<file path="config.mk">
export PLATFORM = sky130hd
export DESIGN_NAME = output_enable_alarm_control
export DESIGN_NICKNAME = d
export VERILOG_FILES = /design/src/hdl/output_enable_alarm_control.v
export VERILOG_INCLUDE_DIRS = /design/src /design/src/hdl
export SDC_FILE = /design/constraint.sdc
export NUM_CORES = 1
export LEC_CHECK = 0
export BUFFER_PORTS_ARGS = -buffer_cell sky130_fd_sc_hd__clkbuf_2
export CORE_MARGIN = 2
export CORE_UTILIZATION = 50
export CTS_CLUSTER_SIZE = 8
export DETAILED_ROUTE_END_ITERATION = 7
export GPL_TIMING_DRIVEN = 1
export PLACE_DENSITY = 0.81
export SYNTH_ARGS = -nofsm -noshare
export SYNTH_HDL_FRONTEND = slang
export SYNTH_SLANG_ARGS = --single-unit
</file>
<file path="constraint.sdc">
create_clock -name clock -period 3 [get_ports clock]
set_input_delay 0.6 -clock clock [delete_from_list [all_inputs] [get_ports clock]]
set_output_delay 0.6 -clock clock [all_outputs]
set_load 0.02 [all_outputs]
</file>
<file path="src/hdl/output_alarm_defines.vh">
// Constants for the output-enable and alarm control block
// Assumes a 250 MHz system clock and plain register port access
`ifndef OUTPUT_ALARM_DEFINES_VH
`define OUTPUT_ALARM_DEFINES_VH

// Register offsets (byte addresses, word aligned)
`define ADDR_CONTROL     8'h00
`define ADDR_STATUS      8'h04
`define ADDR_ALARM       8'h08
`define ADDR_OV_LIMIT    8'h0c
`define ADDR_OC_LIMIT    8'h10
`define ADDR_OP_LIMIT    8'h14
`define ADDR_COMMAND     8'h18

// Control register fields
`define CTL_INVERT       0
`define CTL_BEEP_EN      1
`define CTL_PF_RESTORE   2
`define CTL_RESET_VALUE  32'h0000_0000

// Command register fields (write only, self clearing)
`define CMD_ON           0
`define CMD_OFF          1
`define CMD_ACK          2

// Alarm bit positions
`define ALM_OV           0
`define ALM_OC           1
`define ALM_OP           2
`define ALM_PF           3
`define ALM_OT           4

// Thresholds: 16 bit scale, nominal = 16'h8000, 110 percent default
`define LIMIT_WIDTH      16
`define LIMIT_DEFAULT    16'h8ccc

// Beep length in microseconds and derived cycle count at 250 MHz
`define CLOCK_MHZ        250
`define BEEP_US          100
`define BEEP_CYCLES      (`BEEP_US * `CLOCK_MHZ)

`endif

</file>
<file path="src/hdl/output_enable_alarm_control.v">
// Output enable decision and protection alarm latching for a DC supply
// Assumes pin inputs are asynchronous; panel buttons and limits are clock domain
`timescale 1ns/1ps
`default_nettype none
`include "output_alarm_defines.vh"

module output_enable_alarm_control #(
    parameter integer BEEP_CYCLES = `BEEP_CYCLES
) (
    input  wire        clock,                   // System clock, 250 MHz
    input  wire        rst_n,                   // Synchronous reset, active low
    input  wire        output_standby_input,    // Standby pin, asynchronous
    input  wire        remote_select_n,         // Remote select pin, low = remote
    input  wire        panel_onoff,             // On/off button pulse
    input  wire        panel_enter,             // Enter button pulse
    input  wire        menu_request,            // Menu button pulse
    input  wire [15:0] voltage_meas,            // Output voltage, scaled
    input  wire [15:0] current_meas,            // Output current, scaled
    input  wire [15:0] power_meas,              // Output power, scaled
    input  wire        supply_fault,            // Supply fault indication
    input  wire        temp_limit,              // Temperature limit indication
    input  wire        user_event,              // User-defined event pulse
    input  wire [7:0]  address,                 // Register address
    input  wire [31:0] write_data,              // Register write data
    input  wire        write_strobe,            // Register write strobe
    input  wire        read_strobe,             // Register read strobe
    output reg  [31:0] read_data,               // Register read data
    output reg         output_enable,           // DC output on
    output reg         menu_open,               // Configuration menu active
    output reg         reject_popup,            // Switch-on rejection pulse
    output reg         beep,                    // Acoustic signal
    output wire        alarm_indicate,          // Any latched alarm
    output reg         overvoltage_alarm,       // Over-voltage alarm pin
    output reg         heat_supply_alarm_output // Over-heat or supply fault pin
);

    // ------------------------------------------------------------------
    // Operating notes
    // ------------------------------------------------------------------
    // Priority of the output decision, highest first:
    //   1. Any latched or newly raised alarm forces the output off.
    //   2. Remote mode copies the effective standby level.
    //   3. Supply fault recovery may restore the output once.
    //   4. Local mode applies the standby lock and its pending restore.
    //   5. Local mode applies panel and command on/off requests.
    // Only one branch acts per cycle, so a request that coincides with
    // a higher-priority event is dropped rather than queued.
    //
    // Pin timing: a pin edge reaches the second synchroniser stage after
    // two edges and moves the output on the third. Controllers that
    // change a pin and then issue a command must allow for this delay,
    // or the command is judged against the old pin level.
    //
    // Configuration and limit writes are dropped while the output is on.
    // This keeps threshold changes out of a running output, matching the
    // menu gate; software sees the old value on read-back.
    //
    // Command writes are always taken. The on, off and acknowledge bits
    // are pulses that last only the write cycle; nothing is stored.
    //
    // Acknowledge clears only those alarm bits whose cause has gone.
    // A cause present in the same cycle keeps its bit set, so an
    // acknowledge can never hide a live fault.
    //
    // Remote acknowledge needs the standby pin low for a long time.
    // The low-time counter saturates and is cleared when the pin returns
    // high, so a short glitch never counts as an acknowledge.
    //
    // The beeper restarts its count on every new alarm or user event.
    // A burst of events therefore stretches one tone instead of
    // producing several short ones.
    //
    // Limit comparisons use greater-or-equal, so an output that sits
    // exactly on its threshold raises the alarm.
    //
    // The combined heat and supply pin and the over-voltage pin are
    // registered one cycle after the alarm bits, which keeps them free
    // of decode glitches on the way to the connector.
    //
    // The menu flag only reflects the gate; navigation lives elsewhere.
    // Turning the output on closes the menu so that a running output
    // never shows an open configuration page.
    //
    // Rejections set a sticky status bit and a one-cycle popup pulse.
    // The sticky bit clears only when a local on request switches the output on, so
    // software can poll for a rejection it missed.

    // ------------------------------------------------------------------
    // Pin synchronisers
    // ------------------------------------------------------------------
    reg [1:0] standby_sync_reg;
    reg [1:0] remote_sync_reg;

    // Two flip-flops per pin; only the second stage is read
    always @(posedge clock)
    begin
        if (!rst_n)
        begin
            standby_sync_reg <= 2'h3;
            remote_sync_reg  <= 2'h3;
        end
        else
        begin
            standby_sync_reg <= {standby_sync_reg[0], output_standby_input};
            remote_sync_reg  <= {remote_sync_reg[0], remote_select_n};
        end
    end

    // ------------------------------------------------------------------
    // Register file
    // ------------------------------------------------------------------
    reg [2:0]  control_reg;
    reg [15:0] ov_limit_reg;
    reg [15:0] oc_limit_reg;
    reg [15:0] op_limit_reg;
    reg [4:0]  alarm_reg;
    reg        rejected_reg;
    reg        restore_pending_reg;
    reg        pf_resume_reg;
    localparam [31:0] CTL_RESET = `CTL_RESET_VALUE;

    wire invert     = control_reg[`CTL_INVERT];
    wire remote     = ~remote_sync_reg[1];
    wire standby_on = standby_sync_reg[1] ^ invert;
    wire cfg_write  = write_strobe & ~output_enable;

    // Command decode shared by the output and alarm logic
    wire cmd_hit = write_strobe & (address == `ADDR_COMMAND);
    wire cmd_on  = cmd_hit & write_data[`CMD_ON];
    wire cmd_off = cmd_hit & write_data[`CMD_OFF];
    wire cmd_ack = cmd_hit & write_data[`CMD_ACK];

    // Configuration and thresholds; writable only with output off
    always @(posedge clock)
    begin
        if (!rst_n)
        begin
            control_reg  <= CTL_RESET[2:0];
            ov_limit_reg <= `LIMIT_DEFAULT;
            oc_limit_reg <= `LIMIT_DEFAULT;
            op_limit_reg <= `LIMIT_DEFAULT;
        end
        else if (cfg_write)
        begin
            case (address)
                `ADDR_CONTROL:  control_reg  <= write_data[2:0];
                `ADDR_OV_LIMIT: ov_limit_reg <= write_data[15:0];
                `ADDR_OC_LIMIT: oc_limit_reg <= write_data[15:0];
                `ADDR_OP_LIMIT: op_limit_reg <= write_data[15:0];
                default: ;
            endcase
        end
    end

    // Read data one cycle after the strobe, zero otherwise
    always @(posedge clock)
    begin
        if (!rst_n)
            read_data <= 32'h0000_0000;
        else if (read_strobe)
        begin
            case (address)
                `ADDR_CONTROL:  read_data <= {29'h0, control_reg};
                `ADDR_STATUS:   read_data <= {26'h0, pf_resume_reg, rejected_reg,
                                              restore_pending_reg, remote,
                                              standby_on, output_enable};
                `ADDR_ALARM:    read_data <= {27'h0, alarm_reg};
                `ADDR_OV_LIMIT: read_data <= {16'h0, ov_limit_reg};
                `ADDR_OC_LIMIT: read_data <= {16'h0, oc_limit_reg};
                `ADDR_OP_LIMIT: read_data <= {16'h0, op_limit_reg};
                default:        read_data <= 32'h0000_0000;
            endcase
        end
        else
            read_data <= 32'h0000_0000;
    end

    // ------------------------------------------------------------------
    // Alarm detection and latching
    // ------------------------------------------------------------------
    wire [4:0] cause;
    assign cause[`ALM_OV] = voltage_meas >= ov_limit_reg;
    assign cause[`ALM_OC] = current_meas >= oc_limit_reg;
    assign cause[`ALM_OP] = power_meas   >= op_limit_reg;
    assign cause[`ALM_PF] = supply_fault;
    assign cause[`ALM_OT] = temp_limit;

    // Remote acknowledge: standby low for 50 ms then high again
    localparam integer ACK_CYCLES = 50000 * `CLOCK_MHZ;
    reg [23:0] low_count_reg;
    reg        low_long_reg;
    reg        standby_prev_reg;
    wire       remote_ack = remote & standby_sync_reg[1] & ~standby_prev_reg
                            & low_long_reg;

    always @(posedge clock)
    begin
        if (!rst_n)
        begin
            low_count_reg    <= 24'h000000;
            low_long_reg     <= 1'b0;
            standby_prev_reg <= 1'b1;
        end
        else
        begin
            standby_prev_reg <= standby_sync_reg[1];
            if (standby_sync_reg[1])
            begin
                low_count_reg <= 24'h000000;
                if (standby_prev_reg)
                    low_long_reg <= 1'b0;
            end
            else if (low_count_reg == ACK_CYCLES[23:0] - 24'h1)
                low_long_reg <= 1'b1;
            else
                low_count_reg <= low_count_reg + 24'h1;
        end
    end

    // Manual acknowledge by button, or software acknowledge command
    wire ack = (~remote & (panel_enter | panel_onoff)) | cmd_ack | remote_ack;
    wire any_alarm = |alarm_reg;
    wire new_alarm = |(cause & ~alarm_reg);

    // Latched bits: a live cause sets and blocks the clear
    always @(posedge clock)
    begin
        if (!rst_n)
            alarm_reg <= 5'h00;
        else if (ack)
            alarm_reg <= cause;
        else
            alarm_reg <= alarm_reg | cause;
    end

    assign alarm_indicate = any_alarm;

    // Alarm pins follow the present alarm state
    always @(posedge clock)
    begin
        if (!rst_n)
        begin
            overvoltage_alarm        <= 1'b0;
            heat_supply_alarm_output <= 1'b0;
        end
        else
        begin
            overvoltage_alarm        <= alarm_reg[`ALM_OV];
            heat_supply_alarm_output <= alarm_reg[`ALM_PF] | alarm_reg[`ALM_OT];
        end
    end

    // ------------------------------------------------------------------
    // Output enable decision
    // ------------------------------------------------------------------
    wire on_req     = ~remote & (panel_onoff | cmd_on);
    wire toggle_req = ~remote & (panel_onoff | cmd_off);
    wire pf_clear   = pf_resume_reg & ~cause[`ALM_PF] & ~any_alarm;

    always @(posedge clock)
    begin
        if (!rst_n)
        begin
            output_enable       <= 1'b0;
            restore_pending_reg <= 1'b0;
            rejected_reg        <= 1'b0;
            reject_popup        <= 1'b0;
            pf_resume_reg       <= 1'b0;
        end
        else
        begin
            reject_popup <= 1'b0;
            if (cause[`ALM_PF])
                pf_resume_reg <= control_reg[`CTL_PF_RESTORE] &
                                 (output_enable | pf_resume_reg);
            else if (pf_clear)
                pf_resume_reg <= 1'b0;
            if (any_alarm | new_alarm)
            begin
                output_enable       <= 1'b0;
                restore_pending_reg <= 1'b0;
            end
            else if (remote)
            begin
                output_enable       <= standby_on;
                restore_pending_reg <= 1'b0;
            end
            else if (pf_clear)
                output_enable <= standby_on;
            else if (!standby_on)
            begin
                if (output_enable)
                begin
                    output_enable       <= 1'b0;
                    restore_pending_reg <= 1'b1;
                end
                else if (restore_pending_reg & (panel_onoff | cmd_on | cmd_off))
                    restore_pending_reg <= 1'b0;
                else if (on_req)
                begin
                    reject_popup <= 1'b1;
                    rejected_reg <= 1'b1;
                end
            end
            else if (restore_pending_reg)
            begin
                output_enable       <= 1'b1;
                restore_pending_reg <= 1'b0;
            end
            else if (output_enable & toggle_req)
                output_enable <= 1'b0;
            else if (!output_enable & on_req)
            begin
                output_enable <= 1'b1;
                rejected_reg  <= 1'b0;
            end
        end
    end

    // ------------------------------------------------------------------
    // Menu gate and beeper
    // ------------------------------------------------------------------
    reg [31:0] beep_count_reg;

    // Menu opens only with output off and closes when output turns on
    always @(posedge clock)
    begin
        if (!rst_n)
            menu_open <= 1'b0;
        else if (output_enable)
            menu_open <= 1'b0;
        else if (menu_request)
            menu_open <= ~menu_open;
    end

    // Beep for a fixed time on a new alarm or user event when enabled
    always @(posedge clock)
    begin
        if (!rst_n)
        begin
            beep           <= 1'b0;
            beep_count_reg <= 32'h0000_0000;
        end
        else if (control_reg[`CTL_BEEP_EN] & (new_alarm | user_event))
        begin
            beep           <= 1'b1;
            beep_count_reg <= BEEP_CYCLES;
        end
        else if (beep_count_reg != 32'h0000_0000)
            beep_count_reg <= beep_count_reg - 32'h1;
        else
            beep <= 1'b0;
    end

endmodule // output_enable_alarm_control
`default_nettype wire

</file>
-- Word-level counts from Yosys, hierarchy flattened
Index checks and enable logic that the tools add are counted.
- equal/unequal tests: 15
- shift-type cells: 0
- $add $sub $neg: 2
- divide/modulo/power cells: 0
- reduce and logical (&&, ||, !) cells: 24
- multiply operators: 0
- bitwise operators: 41
- order comparisons: 3
- multiplexer cells: 28
- operators by type and width (cell ; count):
    case mux 16 bit (6 select lines) ; 1
    >= comparator 16 bit ; 3
    nonzero test 32 bit ; 1
    subtractor 32 x 1 -> 32 bit, second input constant ; 1
    two-way mux 15 bit ; 2
    adder 24 x 1 -> 24 bit, second input constant ; 1
    == test 24 bit, second input constant ; 1
    == test 8 x 5 -> 1 bit, second input constant ; 3
    two-way mux 1 bit ; 24
    bitwise AND 1 bit ; 18
    == test 8 x 4 -> 1 bit, second input constant ; 2
    AND reduction 2 bit ; 7
    OR 1 bit ; 10
    OR reduction 5 bit ; 2
    NOT 1 bit ; 9
    AND reduction 9 bit ; 1
    == test 8 x 3 -> 1 bit, second input constant ; 1
    zero test 8 bit ; 1
    != test 2 bit, second input constant ; 4
    nonzero test 2 bit ; 4
    OR reduction 2 bit ; 4
    OR reduction 7 bit ; 1
    != test 2 x 1 -> 1 bit, second input constant ; 3
    != test 6 x 3 -> 1 bit, second input constant ; 1
    other kinds (8) ; 8
- bits in latches: 0
- memory bits (writable): 0
- input bits: 100
- ROM bits: 0
- bits in registers: 159
- output and inout port bits: 39
- memories kept: 0
- word-level logic and storage cells: 135

-- Depth between registers and ports, before layout
Gate-level depths: netlist of run 1.
- depth after elaboration: 12
- gate-level depth with buffers: 11
- mapped depth without buffers: 9

-- Least setup slack after synthesis of run 1
Ideal clock, no wire load.
- path type: input port to flip-flop
- start point: input port current_meas[5]
- end point: register rejected_reg
- path buffers: 0
- stages: 8
- required time: 2.930 ns
- data arrival time: 2.869 ns
- path slack: 0.060 ns
- library setup time: 0.070 ns
- cells stage by stage: ha_1 a21o_1 a221oi_1 o21ai_0 a311o_1 or4_1 or4_1 a21oi_1
- cells in the longest elaborated chain, start to end: 6
- RTL lines (what ; RTL line ; RTL):
    from (decl) ; output_enable_alarm_control.v:18 ; input wire [15:0] current_meas,
    >= comparator 16 bit ; output_enable_alarm_control.v:183 ; assign cause[`ALM_OC] = current_meas >= oc_limit_reg;
    bitwise AND 5 bit ; output_enable_alarm_control.v:223 ; wire new_alarm = |(cause & ~alarm_reg);
    OR reduction 5 bit ; output_enable_alarm_control.v:223 ;
    OR 1 bit ; output_enable_alarm_control.v:278 ; if (any_alarm | new_alarm)
    NOT 1 bit (no source line) ; -- ;
    AND reduction 9 bit (no source line) ; -- ;
    to (signal assigned) ; output_enable_alarm_control.v:266 ; rejected_reg <= 1'b0;
    to (signal assigned) ; output_enable_alarm_control.v:302 ; rejected_reg <= 1'b1;
    to (signal assigned) ; output_enable_alarm_control.v:315 ; rejected_reg <= 1'b0;
    to (decl) ; output_enable_alarm_control.v:117 ; reg rejected_reg;
No other way between the ends.
A chain may end at the register's enable or synchronous reset.

-- Worst setup path in the final report of run 1
- start point: register oc_limit_reg[13]
- end point: register rejected_reg
- cells in the longest elaborated chain, start to end: 6
- RTL lines (what ; RTL line ; RTL):
    from (decl) ; output_enable_alarm_control.v:114 ; reg [15:0] oc_limit_reg;
    from (signal assigned) ; output_enable_alarm_control.v:140 ; oc_limit_reg <= `LIMIT_DEFAULT;
    from (signal assigned) ; output_enable_alarm_control.v:148 ; `ADDR_OC_LIMIT: oc_limit_reg <= write_data[15:0];
    >= comparator 16 bit ; output_enable_alarm_control.v:183 ;
    bitwise AND 5 bit ; output_enable_alarm_control.v:223 ;
    OR reduction 5 bit ; output_enable_alarm_control.v:223 ;
    OR 1 bit ; output_enable_alarm_control.v:278 ;
    NOT 1 bit (no source line) ; -- ;
    AND reduction 9 bit (no source line) ; -- ;
No other way between the ends.

==> metrics.md, run 1 <==
| Metric | Value |
|---|---|
| Rows | 43 |
| HPWL after DPL | 13200 um |
| # Max-Cap Violations | 0 |
| P&R area growth vs syn | 18.6% |
| Clock root cell | clkbuf_16 |
| Largest net degree at the start of global routing | 49 |
| Final nets | 1115 |
| Starting density of the core | 51.5% |
| Final Slew Violations | 0 |
| Hold Fails Final Rpt | 0 |
| Post-route ant nets | 0 |
| Total GRT Usage | 24.7% |
| DRT Wirelength | 18200 um |
| Failing checks | DRC |
| Crit start category | flip-flop |
| Critical Path Fanout Max | 3 |
| Number of global-route vias before repair | 6112 |
| Seq/Total Area, Yosys | 39.7% |
| Min setup slack post-route | 0.121 ns |
| Worst-path clk slew | 0.06 ns |
| Reg2reg end | rejected_reg |
| Die width | 124 um |
| Die ar. | 15400 sq um |
| H-tree depth | 4 |
| DR pass1 iterations | 8 |
| Antenna violations before repair | 0 |
| Leak | 3.63 nW |
| Commonest non-fill, non-tap cell in the layout | dfxtp_1 |
| Dominant synthesized flop cell | dfxtp_1 |
| Peak supply drop | 0.000456 V |
| Final worst path period share | 96.0% |
| Yosys warnings | 0 |
| # diodes | 0 |
| Reg-to-reg critical path startpoint | oc_limit_reg[13] |
| CTS tree | yes |
| Worst hold path class | in -> reg |
| TritonCTS buffer count | 17 |
| Post-synth EDFFs | 0 |
| Critical path class | reg -> reg |
| Final min period | 2.88 ns |
| Ys async rst share | 0% |
| Syn_area_per_cell | 8.47 sq um |
| Worst-Skew Late Latency | 0.43 ns |
| CTS max path bufs | 2 |
| Crit path capture type | flip-flop |
| Post-synth cell types | 75 |
| R2R depth | 9 |
| IO Port Bufs | 106 |
| Post-Syn Instances | 851 |
| Finished Core Util | 61.1% |
| Setup repair bufs after CTS | 0 |
| Clock Skews | 0.00799 ns |
| Core area | 14000 sq um |
| Worst Hold Depth | 2 |
| Slew headroom | 39.3% |
| Residual DRC | 8 |
| GPL Wtd Cong | 0.879 |
| Worst-Margin Slew | 0.910 ns |
| Reg-to-reg setup timing slack | 0.12 ns |
| Mapped Area | 7210 sq um |
| HP Start | remote_select_n |
| Die Height | 124 um |
| Setup Viol. Count Final | 0 |
| WP data required | 3.36 ns |
| Gr ovfl total | 0 |
| Routed vias/inst | 5.61 |
| Via Count | 6495 |
| Yosys reg bits | 143 |
| Top Ports | 139 |
| Pre-CTS setup slack | -0.230 ns |
| CP arrival | 3.24 ns |
| Fill cells | 1198 |
| CTS sink cnt | 143 |
| Hold endpoint | remote_sync_reg[0] |
| Most frequent cells in the layout | dfxtp_1, nand2_1, clkbuf_2 |
| Layout cells sized above 1 | 19.6% |
| First-pass GRT wire length | 29200 um |
| Drt wl/cell | 15.7 um |
| Total power density per cell area | 672 nW/um^2 |
| Number of flip-flops in the largest register | 32 |
| Outcome | finished, violations left |
| Initial DRC Count | 682 |
| Max Fclk | 347 MHz |
worst max path at each step:
stage / end / start
2_1_floorplan: rejected_reg / current_meas[5]
3_3_place_gp: rejected_reg / current_meas[6]
3_5_place_dp: rejected_reg / current_meas[6]
4_1_cts: rejected_reg / oc_limit_reg[5]
5_1_grt: rejected_reg / oc_limit_reg[6]
6_report: rejected_reg / oc_limit_reg[13]
critical path: stages (launching register included):
cell	delay, ns
dfxtp_1	0.35
inv_1	0.08
ha_1	0.32
a211oi_2	0.19
nor2_1	0.07
a211o_1	0.26
a311o_1	0.39
or4_4	0.55
or4_1	0.47
a21oi_1	0.12
synthesized netlist by cell type, types with 3 or more instances:
master      n  area share (%)
dfxtp_1   143              40
nand2_1   113             5.9
nor2_1     95             4.9
a21oi_1    63             4.4
inv_1      62             3.2
ha_1       50             8.7
clkbuf_1   26             1.4
o211ai_1   22             2.3
xnor2_1    22             2.7
xor2_1     21             2.6
o21ai_0    18             1.2
buf_4      16             1.7
nand3_1    16             1.1
nor3_1     15             1.0
a222oi_1   13             1.8
nand2b_1   13             1.1
nand4_1    13             1.1
nor4_1      9            0.78
nor2b_1     8            0.69
or3_1       8            0.69
mux2i_1     6            0.83
o31ai_1     6            0.62
and2_1      5            0.43
and3_1      5            0.43
mux2_2      5            0.78
or4_1       5            0.52
a211oi_1    4            0.42
a22oi_1     4            0.42
a221oi_1    3            0.36
a31oi_1     3            0.26
buf_1       3            0.16
or3_2       3            0.31
or4_4       3            0.47
timing repair:
item                                    4_1_cts  5_1_grt
resized for setup                             0        6
endpoints found under the setup margin        0       25
hold endpoints to repair                      0        0
hold buffers                                  0        0
layout make-up:
| cell class | instances | area, sq um | share of cell area (%) |
|---|---|---|---|
| timing repair buffer | 129 | 728 | 8.52 |
| tap | 180 | 225 | 2.64 |
| multi-input combinational | 612 | 3920 | 45.8 |
| clock inverter | 9 | 110 | 1.29 |
| clock buffer | 23 | 468 | 5.48 |
| inverter | 62 | 233 | 2.72 |
| sequential | 143 | 2860 | 33.5 |
power breakdown:
group	switching, mW	total (mW)	internal, mW
registers	0.152	2.22	2.07
logic	0.780	1.45	0.668
clock network	0.812	2.08	1.27
total	1.74	5.74	4.00
cells by family (layout without fill, tap and decap cells):
family / after synthesis / in the layout / share of synthesized area (%)
buf+inv: 111 / 223 / 6.98
xor+xnor: 45 / 45 / 5.68
simple gates: 336 / 336 / 23.0
other cells: 1 / 16 / 0.0520
mux: 12 / 12 / 1.93
flops: 143 / 143 / 39.7
compound gates: 153 / 153 / 14.0
fa+ha+maj: 50 / 50 / 8.68
per-layer routing:
layer | vias to the layer above | GRT usage [%] | wire length, um
met2 | 289 | 40.3 | 8440
met3 | 34 | 6.27 | 1600
met4 | 0 | 9.48 | 390
met5 | - | 0 | 0
li1 | 3143 | - | -
met1 | 3029 | 31.5 | 7740
through the flow:
stage          power, mW  instance area, sq um  cells  TNS [ns]  hold WS [ns]
6_report            5.74                  8550   1158         0         0.352
5_1_grt             6.02                  8550   1158  -0.00498         0.356
4_1_cts             5.74                  8530   1158         0         0.343
3_5_place_dp        3.66                  7950   1126     -3.55         0.401
3_3_place_gp        3.62                  7950   1126     -3.20         0.388
2_1_floorplan       3.38                  7260    866         0         0.386
Note: power is estimated with default switching activity, not from simulation.
==> run 2, diff against run 1 <==
Settings changed: SETUP_SLACK_MARGIN from default to 0.5.
==> run 2 against run 1 <==
  * The run now ends clean
  * Fmax grew 11%
  * Sequential power hardly changed
  * Non-clock buffer count rose by 3
  * Critical path depth unchanged
  * Register-to-register slack better by 0.30 ns
  * Via count increased by 0.12%
  * Worst hold slack improved by 0.0035 ns
  * Wire length grew 1.8%
  * Combinational power up 12%
  * Die area stayed put
  * Global-route usage shrank 0.52 points
==> metrics.md, run 2 (same netlist as run 1, synthesis figures left out) <==
| Metric | Value |
|---|---|
| Outcome | completed |
| CTS tree | yes |
| Comb power frac | 26.8% (+1.6 points) |
| Number of flip-flops in the largest register | 32 (unchanged) |
| Worst hold path class | in -> reg |
| Top Ports | 139 (unchanged) |
| Crit path capture type | flip-flop |
| Setup Viol. Count Final | 0 (unchanged) |
| Worst-Skew Late Latency | 0.43 ns (about the same) |
| Clock Skews | 0.00479 ns (-0.00321 ns) |
| # diodes | 0 (unchanged) |
| CTS sink cnt | 143 (unchanged) |
| P&R area growth vs syn | 25.6% |
| Die Height | 124 um (unchanged) |
| Post-route ant nets | 0 (unchanged) |
| Hold Fails Final Rpt | 0 (unchanged) |
| Internal | 4.21 mW (+5.3%) |
| CTS max path bufs | 2 (unchanged) |
| Crit start category | flip-flop |
| Gr ovfl total | 0 (unchanged) |
| Setup TNS Final | 0 ns (unchanged) |
| RSZ-0062 raised after global routing | true |
| TritonCTS buffer count | 17 (unchanged) |
| Initial DRC Count | 567 (-17%) |
| Finished Layout Cells | 1161 (+0.26%) |
| Drt wl/cell | 15.9 um (+1.5%) |
| Hold Buf Count CTS | 0 (unchanged) |
| Critical Path Fanout Max | 3 (unchanged) |
| Via Count | 6503 (+0.12%) |
| Sequential power share | 36.6% (-2.0 points) |
| Slew headroom | 40.4% (+1.1 points) |
| Rows | 43 (unchanged) |
| Final min period | 2.58 ns (-0.295 ns) |
| Dpl cell area | 8090 sq um (+1.7%) |
| Pre-CTS setup slack | 0.0615 ns (+0.292 ns) |
| Routed vias/inst | 5.60 (-0.14%) |
| NetSw | 1.87 mW (+7.0%) |
| Leak | 3.72 nW (+2.4%) |
| First-pass GRT wire length | 29000 um (-0.88%) |
| Most frequent cells in the layout | dfxtp_1, nand2_1, clkbuf_2 |
| DRT Wirelength | 18500 um (+1.8%) |
| Critical path class | reg -> reg |
| Fill cells | 1145 (-4.4%) |
| CP arrival | 2.94 ns (-0.30 ns) |
| Die width | 124 um (unchanged) |
| Layout cells sized above 1 | 27.8% (+8.2 points) |
| HPWL after DPL | 12700 um (-3.9%) |
| Starting density of the core | 51.5% (unchanged) |
| Die ar. | 15400 sq um (unchanged) |
| Min setup slack post-route | 0.416 ns (+0.295 ns) |
| GPL Wtd Cong | 0.837 (-4.8%) |
| Commonest non-fill, non-tap cell in the layout | dfxtp_1 |
| H-tree depth | 4 (unchanged) |
| Residual DRC | 0 (-8) |
| Sw frac | 30.7% (+0.33 points) |
| IO Port Bufs | 106 (unchanged) |
| WP data required | 3.35 ns (about the same) |
| Worst-path clk slew | 0.06 ns (about the same) |
| Antenna violations before repair | 0 (unchanged) |
| Dpl cells | 1119 (-0.62%) |
| Design Area, Final | 9050 sq um (+5.9%) |
| Total GRT Usage | 24.2% (-0.52 points) |
| Clock root cell | clkbuf_16 |
| Number of global-route vias before repair | 6124 (+0.20%) |
| Clock group share of total power | 36.6% (+0.4 points) |
| Final worst path period share | 86.1% (-9.8 points) |
| Final Slew Violations | 0 (unchanged) |
| Core area | 14000 sq um (unchanged) |
| # Max-Cap Violations | 0 (unchanged) |
| Finished Core Util | 64.7% (+3.6 points) |
| Peak supply drop | 0.000392 V (-14%) |
| Largest net degree at the start of global routing | 49 (unchanged) |
| DR pass1 iterations | 6 (-2) |
| Final nets | 1118 (+0.27%) |
| Max Fclk | 387 MHz (+11%) |
| Total power density per cell area | 672 nW/um^2 (about the same) |
| Worst-Margin Slew | 0.893 ns (-0.0168 ns) |
==> run 2: cell types whose count changed in the layout (fill, tap and decap cells not counted), sizes merged <==
cell,delta
buf,+3
inv,+1
clkbuf,-6
bufinv,+2
clkinv,+3
==> run 2: layer usage <==
metal | vias to the layer above | global-route usage (%) | part of all wire, %
li1 | 3156 | - | -
met1 | 3057 | 32.2 | 44
met2 | 250 | 37.9 | 47
met3 | 40 | 6.32 | 7.8
met4 | 0 | 8.85 | 2.0
met5 | - | 0 | 0
==> run 2: power groups by stage <==
stage	clock network [mW]	logic, mW	registers (mW)
finish	2.23	1.63	2.22
global route	2.35	1.80	2.25
CTS	2.25	1.55	2.22
detailed placement	0	1.41	2.25
global placement	0	1.38	2.25
floorplan	0	1.17	2.22
==> run 2: repair_timing <==
item,in CTS,in global routing
gates resized for setup,21,49
pin swaps,9,18
cloned,0,1
buffers inserted,6,3
endpoints found under the setup margin,37,38
endpoints found under the hold margin,0,0
==> run 2: critical path: stages, from the launching register on <==
cell and delay, ns:
dfxtp_2 0.36, inv_2 0.05, ha_4 0.21, a211oi_2 0.22, nor2_1 0.06, a211o_1 0.22
a311o_1 0.39, or4_4 0.45, or4_1 0.40, a21oi_1 0.14
==> run 2: area by class of cell <==
| type | instances | area [sq um] | area share (%) |
|---|---|---|---|
| flip-flops and latches | 143 | 2890 | 31.9 |
| inverters | 62 | 233 | 2.57 |
| clock buffers | 17 | 425 | 4.70 |
| clock inverters | 15 | 194 | 2.14 |
| repair buffers | 132 | 741 | 8.18 |
| well taps | 180 | 225 | 2.49 |
| multi-input cells | 612 | 4350 | 48.0 |
==> run 2: metrics by stage <==
step / hold slack, ns / total power, mW
4_1_cts: 0.347 / 6.02
3_3_place_gp: 0.389 / 3.62
3_5_place_dp: 0.407 / 3.66
6_report: 0.355 / 6.08
5_1_grt: 0.361 / 6.40
2_1_floorplan: 0.386 / 3.40
==> run 2: path summary, 6_finish.rpt <==
kind                           start                 end  slack, ns  depth (start not counted)
hold / removal       remote_select_n  remote_sync_reg[0]       0.36                          2
hold reg to reg   remote_sync_reg[0]  remote_sync_reg[1]       0.42                          1
setup reg to reg    oc_limit_reg[13]        rejected_reg       0.42                          9
setup / recovery    oc_limit_reg[13]        rejected_reg       0.42                          9
